$ cat config.mk
export PLATFORM = sky130hd
export DESIGN_NAME = card_socket_ctl
export DESIGN_NICKNAME = d
export VERILOG_FILES = /design/src/verilog/card_ctl_pkg.sv /design/src/verilog/card_socket_ctl.sv
export SDC_FILE = /design/constraint.sdc
export NUM_CORES = 1
export LEC_CHECK = 0
export BUFFER_PORTS_ARGS = -buffer_cell sky130_fd_sc_hd__buf_2
export CAP_MARGIN = 20
export CORE_ASPECT_RATIO = 0.75
export CORE_MARGIN = 2
export CORE_UTILIZATION = 48
export CTS_CLUSTER_DIAMETER = 150
export DETAILED_ROUTE_END_ITERATION = 16
export HOLD_SLACK_MARGIN = 0.05
export PLACE_DENSITY = 0.75
export SLEW_MARGIN = 20
export SYNTH_ARGS = -nofsm -noshare
export SYNTH_HDL_FRONTEND = slang
export SYNTH_SLANG_ARGS = --single-unit
$ cat constraint.sdc
create_clock -name ref_clk -period 1.55 [get_ports ref_clk]
set_input_delay 0.31 -clock ref_clk [delete_from_list [all_inputs] [get_ports ref_clk]]
set_output_delay 0.31 -clock ref_clk [all_outputs]
set_load 0.02 [all_outputs]
$ cat src/verilog/card_ctl_pkg.sv
/*
  Constants and types for the 16-bit card socket control sequencer.
  Assumes a 10 MHz ref_clk and a card whose pins are synchronised in the sequencer.
*/
// Summary of operation
// - Output enable goes low during host memory reads.
// - Output enable doubles as terminal count on the last DMA write item.
// - Attribute select high for common memory; low for attribute or I/O space.
// - Attribute select low as DMA acknowledge alongside I/O strobes.
// - Card reset output forces a hard card reset.
// - Both voltage-sense lines together give the card's operating voltage.
// - Cycle is never completed while the card holds wait active.
// - Write enable strobes write data into memory cards.
// - Write enable doubles as terminal count on the last DMA read item.
// - Card-to-host DMA uses the I/O read strobe.
// - Host-to-card DMA uses the I/O write strobe.
package card_ctl_pkg;
  localparam logic [2:0] CMD_MEM_RD = 3'h0;
  localparam logic [2:0] CMD_MEM_WR = 3'h1;
  localparam logic [2:0] CMD_IO_RD = 3'h2;
  localparam logic [2:0] CMD_IO_WR = 3'h3;
  localparam logic [2:0] CMD_DMA_TO_HOST = 3'h4;
  localparam logic [2:0] CMD_DMA_TO_CARD = 3'h5;
  // Strobe width: least 300 ns, rounded up at 100 ns clock
  localparam int STROBE_NS = 300;
  localparam int CLK_NS = 100;
  localparam logic [3:0] STROBE_CYC = 4'((STROBE_NS + CLK_NS - 1) / CLK_NS);
  // Voltage sense decode (sense b, sense a), pins low when grounded on the card
  localparam logic [1:0] VS_5V = 2'h3;
  localparam logic [1:0] VS_3V3 = 2'h2;
  localparam logic [1:0] VS_XV = 2'h1;
  localparam logic [1:0] VS_LOW = 2'h0;
  typedef enum logic [1:0] {
    ST_IDLE = 2'b00,
    ST_SETUP = 2'b01,
    ST_STROBE = 2'b10,
    ST_DONE = 2'b11
  } state_t;
  typedef struct packed {
    state_t state;
    logic [3:0] count;
    logic [2:0] cmd;
    logic last;
    logic wide;
    logic secondByte;
    logic [1:0] waitSync;
    logic [1:0] readySync;
    logic [1:0] wpSync;
    logic oe_n;
    logic we_n;
    logic reg_n;
    logic io_read_strobe_n_n;
    logic io_write_strobe_n_n;
    logic byteHigh;
    logic done;
    logic [1:0] vsense;
  } ctl_t;
endpackage

$ cat src/verilog/card_socket_ctl.sv
/*
  Socket-side strobe sequencer for a 16-bit memory or I/O card with DMA.
  Assumes the host holds cmd steady while start is high, until done pulses.
*/
`timescale 1ns/10ps
module card_socket_ctl (
  // Clock and reset
  input wire logic ref_clk,
  input wire logic resetn,
  // Host request side
  input wire logic start,
  input wire logic [2:0] cmd,
  input wire logic lastItem,
  input wire logic ioMode,
  input wire logic cardResetReq,
  output logic busy,
  output logic done,
  output logic wideXfer,
  output logic byteHigh,
  output logic cardReady,
  output logic cardIrq,
  output logic writeProtect,
  output logic dmaRequest,
  output logic [1:0] cardVoltage,
  // Card pins
  output logic oe_n,
  output logic we_n,
  output logic reg_n,
  output logic io_read_strobe_n,
  output logic io_write_strobe_n,
  output logic cardReset,
  input wire logic wait_n,
  input wire logic card_irq_n,
  input wire logic wp_pin,
  input wire logic voltage_sense_a,
  input wire logic voltage_sense_b
);
  import card_ctl_pkg::*;
  ctl_t r;
  ctl_t next_r;
  logic [1:0] vsSync1;

  always_comb begin
    next_r = r;
    next_r.done = 1'b0;
    next_r.waitSync = {r.waitSync[0], ~wait_n};
    next_r.readySync = {r.readySync[0], card_irq_n};
    next_r.wpSync = {r.wpSync[0], wp_pin};
    next_r.vsense = vsSync1;
    case (r.state)
      ST_IDLE: begin
        if (start && !cardResetReq) begin
          next_r.state = ST_SETUP;
          next_r.cmd = cmd;
          next_r.last = lastItem;
          next_r.secondByte = 1'b0;
          next_r.count = 4'h1;
          // Attribute/I/O/DMA select low before strobe
          next_r.reg_n = (cmd == CMD_MEM_RD || cmd == CMD_MEM_WR) ? ~ioMode : 1'b0;
        end
      end
      ST_SETUP: begin
        next_r.state = ST_STROBE;
        next_r.count = STROBE_CYC;
        // Wide-port flag sampled at strobe start for I/O
        next_r.wide = r.wpSync[1];
        next_r.byteHigh = r.secondByte;
        case (r.cmd)
          CMD_MEM_RD: next_r.oe_n = 1'b0;
          CMD_MEM_WR: next_r.we_n = 1'b0;
          CMD_IO_RD: next_r.io_read_strobe_n_n = 1'b0;
          CMD_IO_WR: next_r.io_write_strobe_n_n = 1'b0;
          // Card-to-host is the DMA write: output enable carries terminal count
          CMD_DMA_TO_HOST: begin
            next_r.io_read_strobe_n_n = 1'b0;
            next_r.oe_n = ~r.last;
          end
          // Host-to-card is the DMA read: write enable carries terminal count
          CMD_DMA_TO_CARD: begin
            next_r.io_write_strobe_n_n = 1'b0;
            next_r.we_n = ~r.last;
          end
          // Unknown commands finish with done and no strobe
          default: next_r.state = ST_DONE;
        endcase
      end
      ST_STROBE: begin
        // Minimum strobe width first, then hold while the card asks for wait
        if (r.count > 4'h1) begin
          next_r.count = r.count - 4'h1;
        end else if (!r.waitSync[1]) begin
          next_r.oe_n = 1'b1;
          next_r.we_n = 1'b1;
          next_r.io_read_strobe_n_n = 1'b1;
          next_r.io_write_strobe_n_n = 1'b1;
          // Narrow port: run a second strobe for the high byte
          if ((r.cmd == CMD_IO_RD || r.cmd == CMD_IO_WR) && !r.wide && !r.secondByte) begin
            next_r.secondByte = 1'b1;
            next_r.state = ST_SETUP;
          end else begin
            next_r.state = ST_DONE;
          end
        end
      end
      // Select released together with the done pulse
      ST_DONE: begin
        next_r.reg_n = 1'b1;
        next_r.done = 1'b1;
        next_r.state = ST_IDLE;
      end
      default: next_r.state = ST_IDLE;
    endcase
  end

  always_ff @(posedge ref_clk or negedge resetn) begin
    if (!resetn) begin
      r <= '0;
      r.oe_n <= 1'b1;
      r.we_n <= 1'b1;
      r.reg_n <= 1'b1;
      r.io_read_strobe_n_n <= 1'b1;
      r.io_write_strobe_n_n <= 1'b1;
      r.readySync <= 2'h3;
      r.vsense <= VS_5V;
      vsSync1 <= VS_5V;
    end else begin
      r <= next_r;
      vsSync1 <= {voltage_sense_b, voltage_sense_a};
    end
  end

  assign busy = (r.state != ST_IDLE);
  assign done = r.done;
  assign wideXfer = r.wide;
  assign byteHigh = r.byteHigh;
  assign oe_n = r.oe_n;
  assign we_n = r.we_n;
  assign reg_n = r.reg_n;
  assign io_read_strobe_n = r.io_read_strobe_n_n;
  assign io_write_strobe_n = r.io_write_strobe_n_n;
  assign cardReset = cardResetReq;
  assign cardReady = !ioMode && r.readySync[1];
  assign cardIrq = ioMode && !r.readySync[1];
  assign writeProtect = !ioMode && r.wpSync[1];
  assign dmaRequest = r.wpSync[1];
  assign cardVoltage = r.vsense;


  // Strobe and select checks
  a_oe_read: assert property (@(posedge ref_clk) disable iff (!resetn)
    (r.state == ST_SETUP && r.cmd == CMD_MEM_RD) |=> !oe_n && !we_n == 1'b0)
    else $error("oe not low on memory read");
  a_wait_hold: assert property (@(posedge ref_clk) disable iff (!resetn)
    (r.state == ST_STROBE && r.waitSync[1]) |=> r.state == ST_STROBE)
    else $error("cycle ended during wait");
  a_strobe_width: assert property (@(posedge ref_clk) disable iff (!resetn)
    $fell(we_n) && r.cmd == CMD_MEM_WR |-> !we_n [*3])
    else $error("write strobe too short");
  a_reg_common: assert property (@(posedge ref_clk) disable iff (!resetn)
    (!oe_n && r.cmd == CMD_MEM_RD && !ioMode) |-> reg_n)
    else $error("attribute select low on common access");
  a_dma_acknowledge_io: assert property (@(posedge ref_clk) disable iff (!resetn)
    (!io_read_strobe_n || !io_write_strobe_n) |-> !reg_n)
    else $error("io strobe without select");
  a_tc_read: assert property (@(posedge ref_clk) disable iff (!resetn)
    (!we_n && r.cmd == CMD_DMA_TO_CARD) |-> r.last && !io_write_strobe_n)
    else $error("terminal count wrong on dma read");
  a_tc_write: assert property (@(posedge ref_clk) disable iff (!resetn)
    (!oe_n && r.cmd == CMD_DMA_TO_HOST) |-> r.last && !io_read_strobe_n)
    else $error("terminal count wrong on dma write");
  a_byte_pair: assert property (@(posedge ref_clk) disable iff (!resetn)
    (r.state == ST_DONE && (r.cmd == CMD_IO_RD || r.cmd == CMD_IO_WR)) |-> r.wide || r.secondByte)
    else $error("narrow port missed second byte");

  // Memory write strobes write enable only
  a_wr_strobe: assert property (@(posedge ref_clk) disable iff (!resetn)
    (r.state == ST_SETUP && r.cmd == CMD_MEM_WR) |=> !we_n && oe_n)
    else $error("we not low on memory write");

  // Card-to-host DMA moves data with the read strobe
  a_dma_host_strobe: assert property (@(posedge ref_clk) disable iff (!resetn)
    (r.state == ST_SETUP && r.cmd == CMD_DMA_TO_HOST) |=> !io_read_strobe_n && io_write_strobe_n)
    else $error("wrong strobe on dma to host");

  // Host-to-card DMA moves data with the write strobe
  a_dma_card_strobe: assert property (@(posedge ref_clk) disable iff (!resetn)
    (r.state == ST_SETUP && r.cmd == CMD_DMA_TO_CARD) |=> !io_write_strobe_n && io_read_strobe_n)
    else $error("wrong strobe on dma to card");

  // The two I/O strobes never overlap
  a_io_exclusive: assert property (@(posedge ref_clk) disable iff (!resetn)
    !(!io_read_strobe_n && !io_write_strobe_n))
    else $error("both io strobes low");

  // A held card reset keeps the sequencer idle
  a_reset_hold: assert property (@(posedge ref_clk) disable iff (!resetn)
    (cardResetReq && r.state == ST_IDLE) |=> r.state == ST_IDLE)
    else $error("cycle started during card reset");

  // Voltage code follows the synchronised sense pair
  a_voltage_follow: assert property (@(posedge ref_clk) disable iff (!resetn)
    cardVoltage == $past(vsSync1))
    else $error("voltage code not following sense pins");

  // Port width taken from the synchronised pin at strobe start
  a_wide_sample: assert property (@(posedge ref_clk) disable iff (!resetn)
    (r.state == ST_SETUP && (r.cmd == CMD_IO_RD || r.cmd == CMD_IO_WR))
    |=> wideXfer == $past(r.wpSync[1]))
    else $error("port width not sampled at strobe start");

  // Select is back high when done pulses
  a_reg_release: assert property (@(posedge ref_clk) disable iff (!resetn)
    done |-> reg_n)
    else $error("select still low at done");

  // Main scenarios
  c_mem_read: cover property (@(posedge ref_clk) disable iff (!resetn) !oe_n ##[1:20] done);
  c_wait: cover property (@(posedge ref_clk) disable iff (!resetn) r.waitSync[1] && !oe_n);
  c_bytes: cover property (@(posedge ref_clk) disable iff (!resetn) $rose(r.secondByte));
  c_dma_tc: cover property (@(posedge ref_clk) disable iff (!resetn) !oe_n && !io_read_strobe_n);
  c_dma_rd_tc: cover property (@(posedge ref_clk) disable iff (!resetn) !we_n && !io_write_strobe_n);
endmodule

# After elaboration in Yosys (flattened, before gate mapping)
# Cells that the tools add are included.
# word_totals
register_bits	29
output_inout_bits	16
elab_cells	99
# classes
n_addsub	1
order_cmp	1
n_eq_ne	18
mux	25
bitwise_logic	3
reduce_logical	33
# op_table
op	count
4-bit AND reduction	4
2-bit inequality test (second input constant)	7
4-bit case mux with 3 select lines	1
1-bit 2-to-1 mux	10
10-bit 2-to-1 mux	1
2-bit 2-to-1 mux	5
1-bit case mux with 2 select lines	4
2-bit case mux with 2 select lines	2
2-bit case mux with 4 select lines	1
2-bit nonzero test	4
3-bit by 1-bit equality test with 1-bit output (second input constant)	2
3-bit by 2-bit equality test with 1-bit output (second input constant)	2
3-bit equality test (second input constant)	2
1-bit logical AND	6
3-bit logical NOT	2
3-bit by 1-bit inequality test with 1-bit output (second input constant)	2
3-bit AND reduction	2
6-bit OR reduction	1
1-bit logical NOT	5
5-bit AND reduction	1
2-bit equality test (second input constant)	2
4-bit by 1-bit > comparator with 1-bit output (second input constant)	1
4-bit 2-to-1 mux	1
2-bit AND reduction	2
other kinds (7)	11

# Depth between registers and ports, before layout
# depth
word_depth	8
depth_mapped	6

# Worst setup path after synthesis
# Ideal clock, no wire load.
# synth_path
path_type	reg-to-reg
start	reg r[25] (netlist name)
end	reg r[21] (netlist name)
setup_time_ns	0.125
t_arrival_ns	1.434
required_ns	1.425
path_slack_ns	-0.009
stages_incl_launch_ff	6
period_less_slack_ns	1.559
path_cell_list	dfrtp_1 -> inv_1 -> ha_1 -> inv_2 -> o41ai_4 -> mux2_4
# synth_between
elab_chain_cells	3
word_cells_on_any_way	8
classes_between	eq/ne: 4; mux: 1; reduce/logical: 3
# synth_rtl
element	line	rtl
from (decl)	card_socket_ctl.sv:39	ctl_t r;
from (signal assigned)	card_socket_ctl.sv:127	r <= next_r;
2-bit equality test, or another cell as far along	card_socket_ctl.sv:50	case (r.state)
2-bit inequality test (no line) or 3-bit nonzero test (tied branches)	--	
3-bit AND reduction (no line)	--	
# Parallel ways exist; a longest one is shown, timed or not.
# A chain may end at the register's enable or synchronous reset.

# Worst setup path in the final report
# layout_path
start	reg r[26] (netlist name)
end	reg r[25] (netlist name)
# layout_between
elab_chain_cells	3
word_cells_on_any_way	9
classes_between	eq/ne: 6; mux: 1; reduce/logical: 2
# layout_rtl
element	line
2-bit equality test or 2-bit logical NOT (tied branches)	card_socket_ctl.sv:50
2-bit inequality test (no line)	--
3-bit AND reduction (no line)	--
# Parallel ways exist; a longest one is shown, timed or not.

==> results.sh <==
export IMPL_layout_nets=192
export IMPL_remaining_drc_errors=0
export IMPL_max_cap_violations=0
export IMPL_critical_path_required_ns=1.71
export IMPL_synth_seq_cells=29
export IMPL_synth_xor_xnor_area_share_pct=0.603
export IMPL_drv_slew=0
export IMPL_r2r_start="r[26]"
export IMPL_p_per_area_mw_per_mm2=2200
export IMPL_firstDrtPassIters=4
export IMPL_ys_types=42
export IMPL_setup_viol=1
export IMPL_num_antenna_cells=0
export IMPL_cp_arrival_ns=1.74
export IMPL_synth_compound_area_share_pct=16.3
export IMPL_cts_buffers=5
export IMPL_fmax_mhz=635
export IMPL_yosysSeqAreaShare_pct=50.9
export IMPL_grt_max_degree=30
export IMPL_start_util_pct=49.8
export IMPL_crit_family="flip-flops"
export IMPL_synth_area_leader_cell="dfrtp_1"
export IMPL_postCtsHoldBufs=0
export IMPL_grt_pass1_wl_mm=5.15
export IMPL_die_y_um=51.6
export IMPL_synthCells=120
export IMPL_die_width_um=67.5
export IMPL_violations="negative setup slack"
export IMPL_synth_main_ff_cell="dfrtp_1"
export IMPL_overflow=0
export IMPL_syn_nets=141
export IMPL_die_area_mm2=0.00348
export IMPL_cts_max_path_buffers=2
export IMPL_synth_edf_count=0
export IMPL_synth_async_reset_ratio_pct=100
export IMPL_antenna_found_initial=0
export IMPL_dp_hpwl_mm=2.09
export IMPL_cp_start_kind="flop"
export IMPL_num_vias=1113
export IMPL_synth_top_family_by_area="compound AO/OA/AOI/OAI gates"
export IMPL_grtUsageTotal_pct=21.0
export IMPL_period_share_pct=102
export IMPL_yosysTopAreaCellShare_pct=31.0
export IMPL_cts_max_level=2
export IMPL_layout_area_overhead_vs_synth_pct=38.4
export IMPL_num_io_pins=30
export IMPL_cp_num_buf_inv=2
export IMPL_yosys_area_share_adder_pct=6.03
export IMPL_regArea_um2=741
export IMPL_hold_slack_ns=0.0375
export IMPL_fin_worst_skew_ns=0.00235
export IMPL_min_period_ns=1.57
export IMPL_drive_gt1_share_pct=58.7
export IMPL_rsz0062_at_grt="true"
export IMPL_postLayoutSetupSlackWorst_ns=-0.0242
export IMPL_core_area_mm2=0.00291
export IMPL_viasPerCell=5.30
export IMPL_irDropWorstVdd_mv=1.04
export IMPL_min_path_type="primary input to asynchronous set/reset pin"
export IMPL_path_class="flop to flop"
export IMPL_wl_per_cell_um=15.4
export IMPL_hold_violations=0
export IMPL_worstSkewPairLatency_ns=0.28
export IMPL_cts_sinks=29
export IMPL_filler_cell_count=220
export IMPL_cts_tree="done"
export IMPL_grt_pass1_vias=1114
export IMPL_worst_pin_slew_ns=0.609
export IMPL_r2r_cells=6
export IMPL_r2r_slack_ns=-0.02
export IMPL_cp_max_fo=5
export IMPL_fin_util_pct=68.9
export IMPL_portBuffers=29
export IMPL_ys_warn_count=0
export IMPL_cts_root_buf="clkbuf_8"
export IMPL_multi_input_area_um2=754
export IMPL_worstSetupPathDepth=6
export IMPL_drt_total_wl_mm=3.24
export IMPL_p_total_mw=4.43
export IMPL_antenna_left=0
export IMPL_num_rows=17
export IMPL_synth_simple_area_share_pct=11.8
export IMPL_clk_transition_reported_paths_ns=0.06
export IMPL_setup_tns_ns=-0.0242
export IMPL_place_congestion=0.825
export IMPL_cp_cell_sequence="inv_2, ha_4, buf_4, nand2_1, nand3_1, mux2_4"
export IMPL_status="finished with violations"
export IMPL_slew_headroom_pct=59.4
export IMPL_crit_slowest_cell="dfrtp_1"
export IMPL_stdcell_area_mm2=0.00201
export IMPL_leakage_nw=0.924
export IMPL_reg2reg_to="r[25]"
export IMPL_synth_area_leaders="dfrtp_1 31%, dfstp_2 20%, ha_1 6.0%"
export IMPL_crit_path_end_kind="flop"
export IMPL_synthMuxAreaShare_pct=9.57
export IMPL_place_area_mm2=0.00169
export IMPL_first_iter_violations=48
export IMPL_syn_cell_area_mm2=0.00145
export IMPL_max_stage_delay_ns=0.43
export IMPL_avgSynthCellArea_um2=12.1
-- metal layers --
| metal | wire [µm] | vias up | global-route usage [%] | share of wire (%) |
|---|---|---|---|---|
| met1 | 1420 | 550 | 24.9 | 44 |
| met5 | 0 | - | 0 | 0 |
| met3 | 138 | 7 | 7.79 | 4.3 |
| met2 | 1630 | 28 | 35.0 | 50 |
| li1 | - | 528 | - | - |
| met4 | 41 | 0 | 7.14 | 1.3 |
-- kinds of logic (layout without fill, tap and decap cells) --
family | Yosys count | count (layout)
mux | 12 | 12
simple gates | 27 | 27
buf+inv | 14 | 66
xor+xnor | 1 | 1
flops | 29 | 29
compound gates | 30 | 30
fa+ha+maj | 7 | 7
-- registers in the layout (all words and copies together) (netlist names), 2 cells and up --
name         flops
cardVoltage      2
vsSync1          2
r               13
next_r           3
-- power by group --
| part | internal (mW) | switching, mW | total, mW |
|---|---|---|---|
| Combinational | 1.21 | 1.15 | 2.37 |
| Sequential | 1.03 | 0.242 | 1.27 |
| Clock | 0.523 | 0.266 | 0.789 |
| Total | 2.76 | 1.66 | 4.43 |
-- layout by cell type (no fill, tap or decap), types with 3 or more instances in the layout --
cell | Yosys | layout
buf_4 | 4 | 19
mux2i_1 | 3 | 3
a31oi_1 | 3 | 3
clkbuf_8 | 0 | 6
nand2_1 | 4 | 4
ha_4 | 0 | 4
buf_2 | 1 | 28
buf_6 | 0 | 3
mux2_4 | 2 | 3
dfstp_2 | 11 | 11
inv_2 | 2 | 6
nor2b_1 | 4 | 4
o21ai_0 | 5 | 5
nor2_1 | 7 | 5
a21oi_1 | 8 | 6
mux2_1 | 5 | 4
dfrtp_1 | 18 | 17
-- what timing repair did --
action                     4_1_cts  5_1_grt
gates resized for setup         17       14
setup endpoints to repair       12       12
gates cloned                     0        0
buffers inserted                 4        6
pin swaps                        4        7
-- area by class of cell --
| class | instances | area share, % |
|---|---|---|
| Sequential cell | 29 | 36.9 |
| Clock buffer | 7 | 4.30 |
| Multi-Input combinational cell | 77 | 37.6 |
| Clock inverter | 1 | 1.50 |
| Tap cell | 38 | 2.37 |
| Timing Repair Buffer | 50 | 15.8 |
| Inverter | 8 | 1.62 |
-- cells in the mapped netlist (all sizes together) (2+ instances only) --
master	number
a21oi	9
a31oi	3
buf	5
dfrtp	18
dfstp	11
ha	7
inv	8
mux2	9
mux2i	3
nand2	5
nand2b	3
nor2	8
nor2b	4
nor3	2
o21ai	6
o41ai	3
-- worst max path at each step --
stage / startpoint / to / slack [ns]
3_3_place_gp: r[21] / r[15] / -0.05
3_5_place_dp: r[25] / r[25] / -0.08
6_report: r[26] / r[25] / -0.02
4_1_cts: r[21] / oe_n / 0.002
2_1_floorplan: r[25] / r[25] / 0.02
5_1_grt: r[26] / r[25] / -0.07
-- per-stage QoR --
| step | std cells | setup WS (ns) |
|---|---|---|
| after global routing | 210 | -0.0673 |
| after CTS | 204 | 0.00232 |
| after global placement | 192 | -0.0519 |
| after detailed placement | 192 | -0.0760 |
| after floorplan | 120 | 0.0239 |
| final | 210 | -0.0242 |
Note: power is estimated with default switching activity, not from simulation.
